$ cat src/aepb_params.svh
`ifndef AEPB_PARAMS_SVH
`define AEPB_PARAMS_SVH

// Widths of the peripheral bus
`define AEPB_ADDR_W 32
`define AEPB_DATA_W 32
`define AEPB_STRB_W 4

// Levels of the peripheral pins after reset
`define AEPB_CS_N_RST 1'b1
`define AEPB_ADS_RST 1'b0
`define AEPB_RNW_RST 1'b1
`define AEPB_RD_N_RST 1'b1
`define AEPB_WR_N_RST 1'b1
`define AEPB_BURST_RST 1'b0
`define AEPB_OE_RST 1'b0

// Encodings
`define AEPB_RNW_READ 1'b1
`define AEPB_RNW_WRITE 1'b0
`define AEPB_RESP_OKAY 2'h0
`define AEPB_LANES_ALL 4'hF

`endif

$ cat src/aepb_pkg.sv
`include "aepb_params.svh"

package aepb_pkg;

  typedef struct packed {
    logic [`AEPB_ADDR_W-1:0] addr;
    logic [`AEPB_DATA_W-1:0] data;
    logic [`AEPB_STRB_W-1:0] lanes;
    logic rnw;
  } aepb_req_t;

  typedef enum logic [2:0] {
    C_IDLE = 3'b000,
    C_WACC = 3'b001,
    C_RACC = 3'b010,
    C_BUSY = 3'b011,
    C_BRESP = 3'b100,
    C_RRESP = 3'b101
  } aepb_core_st_t;

  typedef enum logic [1:0] {
    L_IDLE = 2'b00,
    L_ADDR = 2'b01,
    L_ACC = 2'b10,
    L_END = 2'b11
  } aepb_link_st_t;

endpackage

$ cat src/aepb_bridge.sv
// Behaviour
// - Chip select is active low and high from reset until an access.
// - Muxed mode marks the address phase by a high strobe, low at reset.
// - Sync mode shows direction on a read-not-write pin, high at reset.
// - Async mode reads use an active-low read strobe, high at reset.
// - Async mode writes use an active-low write strobe, high at reset.
// - An active-high burst flag goes to the peripheral, low at reset.
// - No access completes until the peripheral ready input has been sampled high on two edges in a row.
// - Peripheral data is split in and out, with an output enable.
// - The peripheral address bus carries byte addresses at any width.
// - Per-byte lane enables pick the data lanes of an access.
// - The link uses the peripheral clock only if chosen and synchronous.
// - An AXI4-Lite slave port turns system accesses into link cycles.
// - Read-not-write high means read and low means write.
// - Byte lane enables are active high.
`timescale 1ns/100ps
`default_nettype none
`include "aepb_params.svh"

module aepb_bridge #(
  parameter bit SYNC_MODE = 1'b0,
  parameter bit MUX_MODE = 1'b0,
  parameter bit LINK_CLK_SEL = 1'b0
) (
  input wire logic core_clk,
  input wire logic reset,
  input wire logic link_clk,
  input wire logic link_reset,
  input wire logic [`AEPB_ADDR_W-1:0] s_axi_awaddr,
  input wire logic s_axi_awvalid,
  output logic s_axi_awready,
  input wire logic [`AEPB_DATA_W-1:0] s_axi_wdata,
  input wire logic [`AEPB_STRB_W-1:0] s_axi_wstrb,
  input wire logic s_axi_wvalid,
  output logic s_axi_wready,
  output logic [1:0] s_axi_bresp,
  output logic s_axi_bvalid,
  input wire logic s_axi_bready,
  input wire logic [`AEPB_ADDR_W-1:0] s_axi_araddr,
  input wire logic s_axi_arvalid,
  output logic s_axi_arready,
  output logic [`AEPB_DATA_W-1:0] s_axi_rdata,
  output logic [1:0] s_axi_rresp,
  output logic s_axi_rvalid,
  input wire logic s_axi_rready,
  output logic ext_cs_n,
  output logic [`AEPB_ADDR_W-1:0] ext_addr,
  output logic ext_ads,
  output logic [`AEPB_STRB_W-1:0] ext_byte_lanes,
  output logic ext_rnw,
  output logic ext_rd_n,
  output logic ext_wr_n,
  output logic ext_burst,
  input wire logic ext_rdy,
  input wire logic [`AEPB_DATA_W-1:0] ext_data_i,
  output logic [`AEPB_DATA_W-1:0] ext_data_o,
  output logic ext_data_oe
);
  import aepb_pkg::*;

  // System side, core_clk
  aepb_core_st_t state_ff;
  aepb_core_st_t nxt_state;
  aepb_req_t req_ff;
  aepb_req_t nxt_req;
  logic req_tgl_ff;
  logic ack_s1_ff;
  logic ack_s2_ff;
  logic ack_s3_ff;
  logic awready_ff;
  logic wready_ff;
  logic arready_ff;
  logic bvalid_ff;
  logic rvalid_ff;
  logic [1:0] bresp_ff;
  logic [1:0] rresp_ff;
  logic [`AEPB_DATA_W-1:0] rdata_ff;
  logic ack_tgl_ff;
  logic [`AEPB_DATA_W-1:0] lrdata_ff;

  wire logic wr_pair = s_axi_awvalid & s_axi_wvalid;
  wire logic take_wr = (state_ff == C_WACC);
  wire logic take_rd = (state_ff == C_RACC);
  // Link answer seen once both late stages agree
  wire logic ack_seen = (state_ff == C_BUSY) &&
    (ack_s2_ff == ack_s3_ff) && (ack_s3_ff == req_tgl_ff);

  always_comb begin
    nxt_state = state_ff;
    case (state_ff)
      C_IDLE: begin
        // Writes win over reads when both are offered
        if (wr_pair) begin
          nxt_state = C_WACC;
        end else if (s_axi_arvalid) begin
          nxt_state = C_RACC;
        end
      end
      C_WACC: nxt_state = C_BUSY;
      C_RACC: nxt_state = C_BUSY;
      C_BUSY: begin
        if (ack_seen) begin
          nxt_state = req_ff.rnw ? C_RRESP : C_BRESP;
        end
      end
      C_BRESP: begin
        if (s_axi_bready) begin
          nxt_state = C_IDLE;
        end
      end
      C_RRESP: begin
        if (s_axi_rready) begin
          nxt_state = C_IDLE;
        end
      end
      default: nxt_state = C_IDLE;
    endcase
  end

  always_comb begin
    nxt_req = req_ff;
    if (take_wr) begin
      nxt_req.addr = s_axi_awaddr;
      nxt_req.data = s_axi_wdata;
      nxt_req.lanes = s_axi_wstrb;
      nxt_req.rnw = `AEPB_RNW_WRITE;
    end else if (take_rd) begin
      nxt_req.addr = s_axi_araddr;
      nxt_req.lanes = `AEPB_LANES_ALL;
      nxt_req.rnw = `AEPB_RNW_READ;
    end
  end

  always_ff @(posedge core_clk or posedge reset) begin
    if (reset) begin
      state_ff <= C_IDLE;
      req_ff <= '0;
      req_tgl_ff <= 1'b0;
    end else begin
      state_ff <= nxt_state;
      req_ff <= nxt_req;
      req_tgl_ff <= req_tgl_ff ^ (take_wr | take_rd);
    end
  end

  always_ff @(posedge core_clk or posedge reset) begin
    if (reset) begin
      ack_s1_ff <= 1'b0;
      ack_s2_ff <= 1'b0;
      ack_s3_ff <= 1'b0;
    end else begin
      ack_s1_ff <= ack_tgl_ff;
      ack_s2_ff <= ack_s1_ff;
      ack_s3_ff <= ack_s2_ff;
    end
  end

  // Ready outputs high for exactly the accepting cycle; bvalid and rvalid held until bready or rready
  always_ff @(posedge core_clk or posedge reset) begin
    if (reset) begin
      awready_ff <= 1'b0;
      wready_ff <= 1'b0;
      arready_ff <= 1'b0;
      bvalid_ff <= 1'b0;
      rvalid_ff <= 1'b0;
      bresp_ff <= `AEPB_RESP_OKAY;
      rresp_ff <= `AEPB_RESP_OKAY;
    end else begin
      awready_ff <= (nxt_state == C_WACC);
      wready_ff <= (nxt_state == C_WACC);
      arready_ff <= (nxt_state == C_RACC);
      bvalid_ff <= (nxt_state == C_BRESP);
      rvalid_ff <= (nxt_state == C_RRESP);
      bresp_ff <= `AEPB_RESP_OKAY;
      rresp_ff <= `AEPB_RESP_OKAY;
    end
  end

  always_ff @(posedge core_clk or posedge reset) begin
    if (reset) begin
      rdata_ff <= '0;
    end else if (ack_seen && req_ff.rnw) begin
      rdata_ff <= lrdata_ff;
    end
  end

  assign s_axi_awready = awready_ff;
  assign s_axi_wready = wready_ff;
  assign s_axi_arready = arready_ff;
  assign s_axi_bvalid = bvalid_ff;
  assign s_axi_bresp = bresp_ff;
  assign s_axi_rvalid = rvalid_ff;
  assign s_axi_rresp = rresp_ff;
  assign s_axi_rdata = rdata_ff;

  // Peripheral side
  // Link timed by the peripheral clock only when chosen and synchronous
  localparam bit USE_LINK = SYNC_MODE && LINK_CLK_SEL;
  wire logic epc_clk = USE_LINK ? link_clk : core_clk;
  wire logic epc_rst = USE_LINK ? link_reset : reset;

  aepb_link_st_t lstate_ff;
  aepb_link_st_t nxt_lstate;
  logic req_s1_ff;
  logic req_s2_ff;
  logic req_s3_ff;
  logic rdy_s1_ff;
  logic rdy_s2_ff;
  logic rdy_s3_ff;
  logic ext_cs_n_ff;
  logic ext_ads_ff;
  logic ext_rnw_ff;
  logic ext_rd_n_ff;
  logic ext_wr_n_ff;
  logic ext_burst_ff;
  logic ext_oe_ff;
  logic [`AEPB_ADDR_W-1:0] ext_addr_ff;
  logic [`AEPB_STRB_W-1:0] ext_lanes_ff;
  logic [`AEPB_DATA_W-1:0] ext_dout_ff;

  // Payload in req_ff is stable from toggle until the answer returns
  wire logic req_new = (req_s2_ff == req_s3_ff) &&
    (req_s3_ff != ack_tgl_ff);
  wire logic rdy_ok = rdy_s2_ff & rdy_s3_ff;
  wire logic finish = (lstate_ff == L_ACC) && rdy_ok;
  wire logic go_addr = (nxt_lstate == L_ADDR);
  wire logic go_acc = (nxt_lstate == L_ACC);
  wire logic go_busy = go_addr | go_acc;
  wire logic go_rd = go_acc && req_ff.rnw;
  wire logic go_wr = go_acc && !req_ff.rnw;

  always_comb begin
    nxt_lstate = lstate_ff;
    case (lstate_ff)
      L_IDLE: begin
        if (req_new) begin
          nxt_lstate = MUX_MODE ? L_ADDR : L_ACC;
        end
      end
      L_ADDR: nxt_lstate = L_ACC;
      L_ACC: begin
        if (rdy_ok) begin
          nxt_lstate = L_END;
        end
      end
      L_END: nxt_lstate = L_IDLE;
      default: nxt_lstate = L_IDLE;
    endcase
  end

  always_ff @(posedge epc_clk or posedge epc_rst) begin
    if (epc_rst) begin
      req_s1_ff <= 1'b0;
      req_s2_ff <= 1'b0;
      req_s3_ff <= 1'b0;
      rdy_s1_ff <= 1'b0;
      rdy_s2_ff <= 1'b0;
      rdy_s3_ff <= 1'b0;
    end else begin
      req_s1_ff <= req_tgl_ff;
      req_s2_ff <= req_s1_ff;
      req_s3_ff <= req_s2_ff;
      rdy_s1_ff <= ext_rdy;
      rdy_s2_ff <= rdy_s1_ff;
      rdy_s3_ff <= rdy_s2_ff;
    end
  end

  always_ff @(posedge epc_clk or posedge epc_rst) begin
    if (epc_rst) begin
      lstate_ff <= L_IDLE;
      ack_tgl_ff <= 1'b0;
      lrdata_ff <= '0;
    end else begin
      lstate_ff <= nxt_lstate;
      ack_tgl_ff <= ack_tgl_ff ^ finish;
      if (finish && req_ff.rnw) begin
        lrdata_ff <= ext_data_i;
      end
    end
  end

  // Strobes derive from one direction bit, so never both low
  always_ff @(posedge epc_clk or posedge epc_rst) begin
    if (epc_rst) begin
      ext_cs_n_ff <= `AEPB_CS_N_RST;
      ext_ads_ff <= `AEPB_ADS_RST;
      ext_rnw_ff <= `AEPB_RNW_RST;
      ext_rd_n_ff <= `AEPB_RD_N_RST;
      ext_wr_n_ff <= `AEPB_WR_N_RST;
      ext_burst_ff <= `AEPB_BURST_RST;
      ext_oe_ff <= `AEPB_OE_RST;
    end else begin
      ext_cs_n_ff <= !go_busy;
      ext_ads_ff <= MUX_MODE && go_addr;
      ext_rnw_ff <= (SYNC_MODE && go_acc) ?
        req_ff.rnw : `AEPB_RNW_READ;
      ext_rd_n_ff <= !(!SYNC_MODE && go_rd);
      ext_wr_n_ff <= !(!SYNC_MODE && go_wr);
      // Single-beat AXI4-Lite never bursts
      ext_burst_ff <= `AEPB_BURST_RST;
      ext_oe_ff <= go_addr | go_wr;
    end
  end

  always_ff @(posedge epc_clk or posedge epc_rst) begin
    if (epc_rst) begin
      ext_addr_ff <= '0;
      ext_lanes_ff <= '0;
      ext_dout_ff <= '0;
    end else if (go_busy) begin
      ext_addr_ff <= req_ff.addr;
      ext_lanes_ff <= req_ff.lanes;
      ext_dout_ff <= go_addr ? req_ff.addr : req_ff.data;
    end
  end

  assign ext_cs_n = ext_cs_n_ff;
  assign ext_ads = ext_ads_ff;
  assign ext_rnw = ext_rnw_ff;
  assign ext_rd_n = ext_rd_n_ff;
  assign ext_wr_n = ext_wr_n_ff;
  assign ext_burst = ext_burst_ff;
  assign ext_data_oe = ext_oe_ff;
  assign ext_addr = ext_addr_ff;
  assign ext_byte_lanes = ext_lanes_ff;
  assign ext_data_o = ext_dout_ff;

endmodule

`default_nettype wire

$ cat config.mk
export PLATFORM = sky130hd
export DESIGN_NAME = aepb_bridge
export DESIGN_NICKNAME = d
export VERILOG_FILES = /design/src/aepb_pkg.sv /design/src/aepb_bridge.sv
export VERILOG_INCLUDE_DIRS = /design/src /design/src/src
export SDC_FILE = /design/constraint.sdc
export NUM_CORES = 1
export LEC_CHECK = 0
export ABC_AREA = 1
export BUFFER_PORTS_ARGS = -buffer_cell sky130_fd_sc_hd__buf_2
export CAP_MARGIN = 5
export CORE_MARGIN = 3
export CORE_UTILIZATION = 52
export CTS_CLUSTER_DIAMETER = 80
export CTS_CLUSTER_SIZE = 40
export DETAILED_ROUTE_END_ITERATION = 8
export GPL_TIMING_DRIVEN = 0
export PLACE_DENSITY = 0.8
export SYNTH_ARGS = -nofsm -noshare
export SYNTH_HDL_FRONTEND = slang
export SYNTH_SLANG_ARGS = --single-unit
export TNS_END_PERCENT = 20
$ cat constraint.sdc
create_clock -name core_clk -period 7.5 [get_ports core_clk]
set_input_delay 0.75 -clock core_clk [delete_from_list [all_inputs] [get_ports core_clk]]
set_output_delay 0.75 -clock core_clk [all_outputs]
set_load 0.1 [all_outputs]
==> run summary <==
DIE AREA: 0.0191 mm²
hold_buf cts: 0
slowest CP cell: ha_1
Hold EP: ack_s2_ff
placed inst area: 0.0107 mm²
mux share of post-synthesis cell area: 0%
Antenna Nets Post-Route: 0
clock buffer depth: 3
core footprint: 0.0169 mm²
WHS Path Cells: 0
reg-to-reg endpoint: ext_addr[4]
Max-slew headroom: 55.6%
Synth Warn #: 0
Post CTS Setup Buffer Count: 0
Final setup viols: 0
boundary pin count: 258
Design Area, Final: 0.0110 mm²
status: finished, final reports clean
Worst Max-Slew Pin Slew: 666 ps
number of global-route vias before repair: 7582
Clock Tree Root: clkbuf_16
Startpoint Class: flip-flop
FF-to-FF setup slack: 4590 ps
Synth Area in Adders: 0.549%
simple-gate portion of the synthesized area: 14.4%
CP endpoint kind: flip-flop
crit path max fanout: 10
post-detail-place hpwl: 17800 µm
CTS H-tree depth: 1
worst min path class: reg2reg
Iteration-0 DRC Markers: 587
unrepaired setup endpoints after global routing: no
Critical Path RT: 7850 ps
Worst Path Arrival: 3260 ps
global-route wire length before repair: 39400 µm
clock latency on the worst-skew pair: 470 ps
Final period util: 38.8%
Most common cell on crit path: o21ai_0
maxcap violations: 0
synthesis-to-finish area growth: 21.2%
routed vias/inst: 5.20
starting density of the core: 54.0%
Die W: 138 µm
Synth Cell Area: 0.00911 mm²
total track usage: 25.1%
drt first pass iters: 5
clock sink total: 225
largest family of logic cells by synthesized area: compound AO/OA/AOI/OAI gates
Slew Limit Fails: 0
initial antenna violation count: 6
CP peak stage delay: 480 ps
total global routing overflow: 0
FMAX: 343 MHz
Tmin final: 2910 ps
Setup CP Type: reg2reg
Hold Violations, Final: 0
PortBufs: 248
CTS tree: yes
CP cell instances: inv_1 -> nor2_1 -> o21ai_0 -> nand2_1 -> o21ai_0 -> inv_1 -> ha_1 -> buf_2 -> buf_1 -> nand2_1 -> o21ai_0
final worst clock skew: 16.3 ps
RD Place Congestion: 0.890
largest net degree at the start of global routing: 135
Via Count: 7566
Routed WL: 24600 µm
number of CTS-inserted buffers: 11
Residual DRC: 0
R2R depth: 11
post-synthesis compound-gate area fraction: 15.3%
# nets final: 1373
Synth Area in XOR/XNOR: 0.192%
WL per Instance: 16.9 µm
Yosys cell types: 28
Core Rows: 47
Worst-path clk slew: 120 ps
Mapped Cells: 960
Die Ht: 138 µm
launch point of the worst reg-to-reg path: ack_tgl_ff
syn_area_per_cell: 9.49 µm²
layout filler cell count: 1389
sequential fraction of the synthesis area: 61.8%
flops & latches, synth: 225
post-CTS sizing: 0
share of cells above drive strength 1: 28.4%
hold path start: ack_s1_ff
## synthesized netlist by cell type, drive strengths merged
cell type,count,area [µm²]
dfrtp,222,5560
nand2,218,843
nor2,111,429
a21oi,104,524
o21ai,103,561
inv,89,334
buf,36,257
o22ai,32,307
clkbuf,27,101
ha,4,50.1
nand3,4,20.0
dfstp,3,78.8
conb,2,7.51
xor2,2,17.5
a31oi,1,6.26
and2,1,6.26
nand4,1,12.5
## worst max-delay path by stage
stage / startpoint / end / slack [ps] / depth (start not counted)
CTS: ack_tgl_ff / ext_addr[4] / 4610 / 11
floorplan: reset / ack_s1_ff / 590 / 1
finish: ack_tgl_ff / ext_addr[4] / 4590 / 11
global placement: reset / ext_addr[2] / -1760 / 2
detailed placement: ack_tgl_ff / ext_addr[4] / 4680 / 11
global route: ack_tgl_ff / ext_addr[4] / 4410 / 11
## cell families (layout without fill, tap and decap cells)
logic type,count (synthesis),in the layout
buf+inv,152,418
fa+ha+maj,4,4
compound gates,240,240
flops,225,225
xor+xnor,2,2
simple gates,335,335
other cells,2,10
## flip-flops by register name, indices dropped and copies added (netlist names), 2 cells and up
name	flops
s_axi_rdata	32
req_ff	69
state_ff	3
ext_addr	32
lrdata_ff	32
ext_data_o	32
lstate_ff	2
ext_byte_lanes	4
## metrics by stage
stage               hold slack (ps)  utilization [%]  worst slack (ps)  TNS [ps]  std cells
detailed placement              336             63.3              4680         0       1434
finish                          353             65.4              4590         0       1454
floorplan                       331                -               592         0        965
global route                    366             65.4              4410         0       1453
global placement                333             63.1             -1760   -388520       1433
CTS                             362             65.4              4610         0       1451
## layout make-up
type	count	area, µm²	area share (%)
Sequential cell	225	5630	51.0
Multi-Input combinational cell	588	2800	25.4
Timing Repair Buffer	249	1270	11.5
Buffer	63	358	3.24
Inverter	89	342	3.09
Clock buffer	12	289	2.62
Tap cell	220	275	2.49
Clock inverter	5	61.3	0.555
Antenna cell	3	7.51	0.0680
## worst max-delay path: cells and delay by family, from the launching register on
family,cells,cell delay (ps)
buffers and inverters,4,940
AOI/OAI and AO/OA,3,710
and+or+nand+nor,3,210
DFF,1,430
adders and majority gates,1,480
## cell usage in the layout (no fill, tap or decap), drive strengths merged
cell type  count
diode          3
a31oi          1
buf          285
conb           7
dfrtp        222
nand4          1
nor2         111
nand3          4
a21oi        104
bufinv         1
clkinv         2
xor2           2
clkbuf        39
inv           91
ha             4
o22ai         32
o21ai        103
dfstp          3
and2           1
nand2        218
## routing by layer
metal	global-route usage, %	vias up	part of all wire, %
li1	-	3587	-
met1	32.9	3611	39
met3	6.53	47	8.9
met5	0	-	0.20
met2	41.9	313	49
met4	6.50	8	2.4
Power is not shown: default switching activity piles up to over one toggle a cycle in this logic, so the estimate is an artifact.
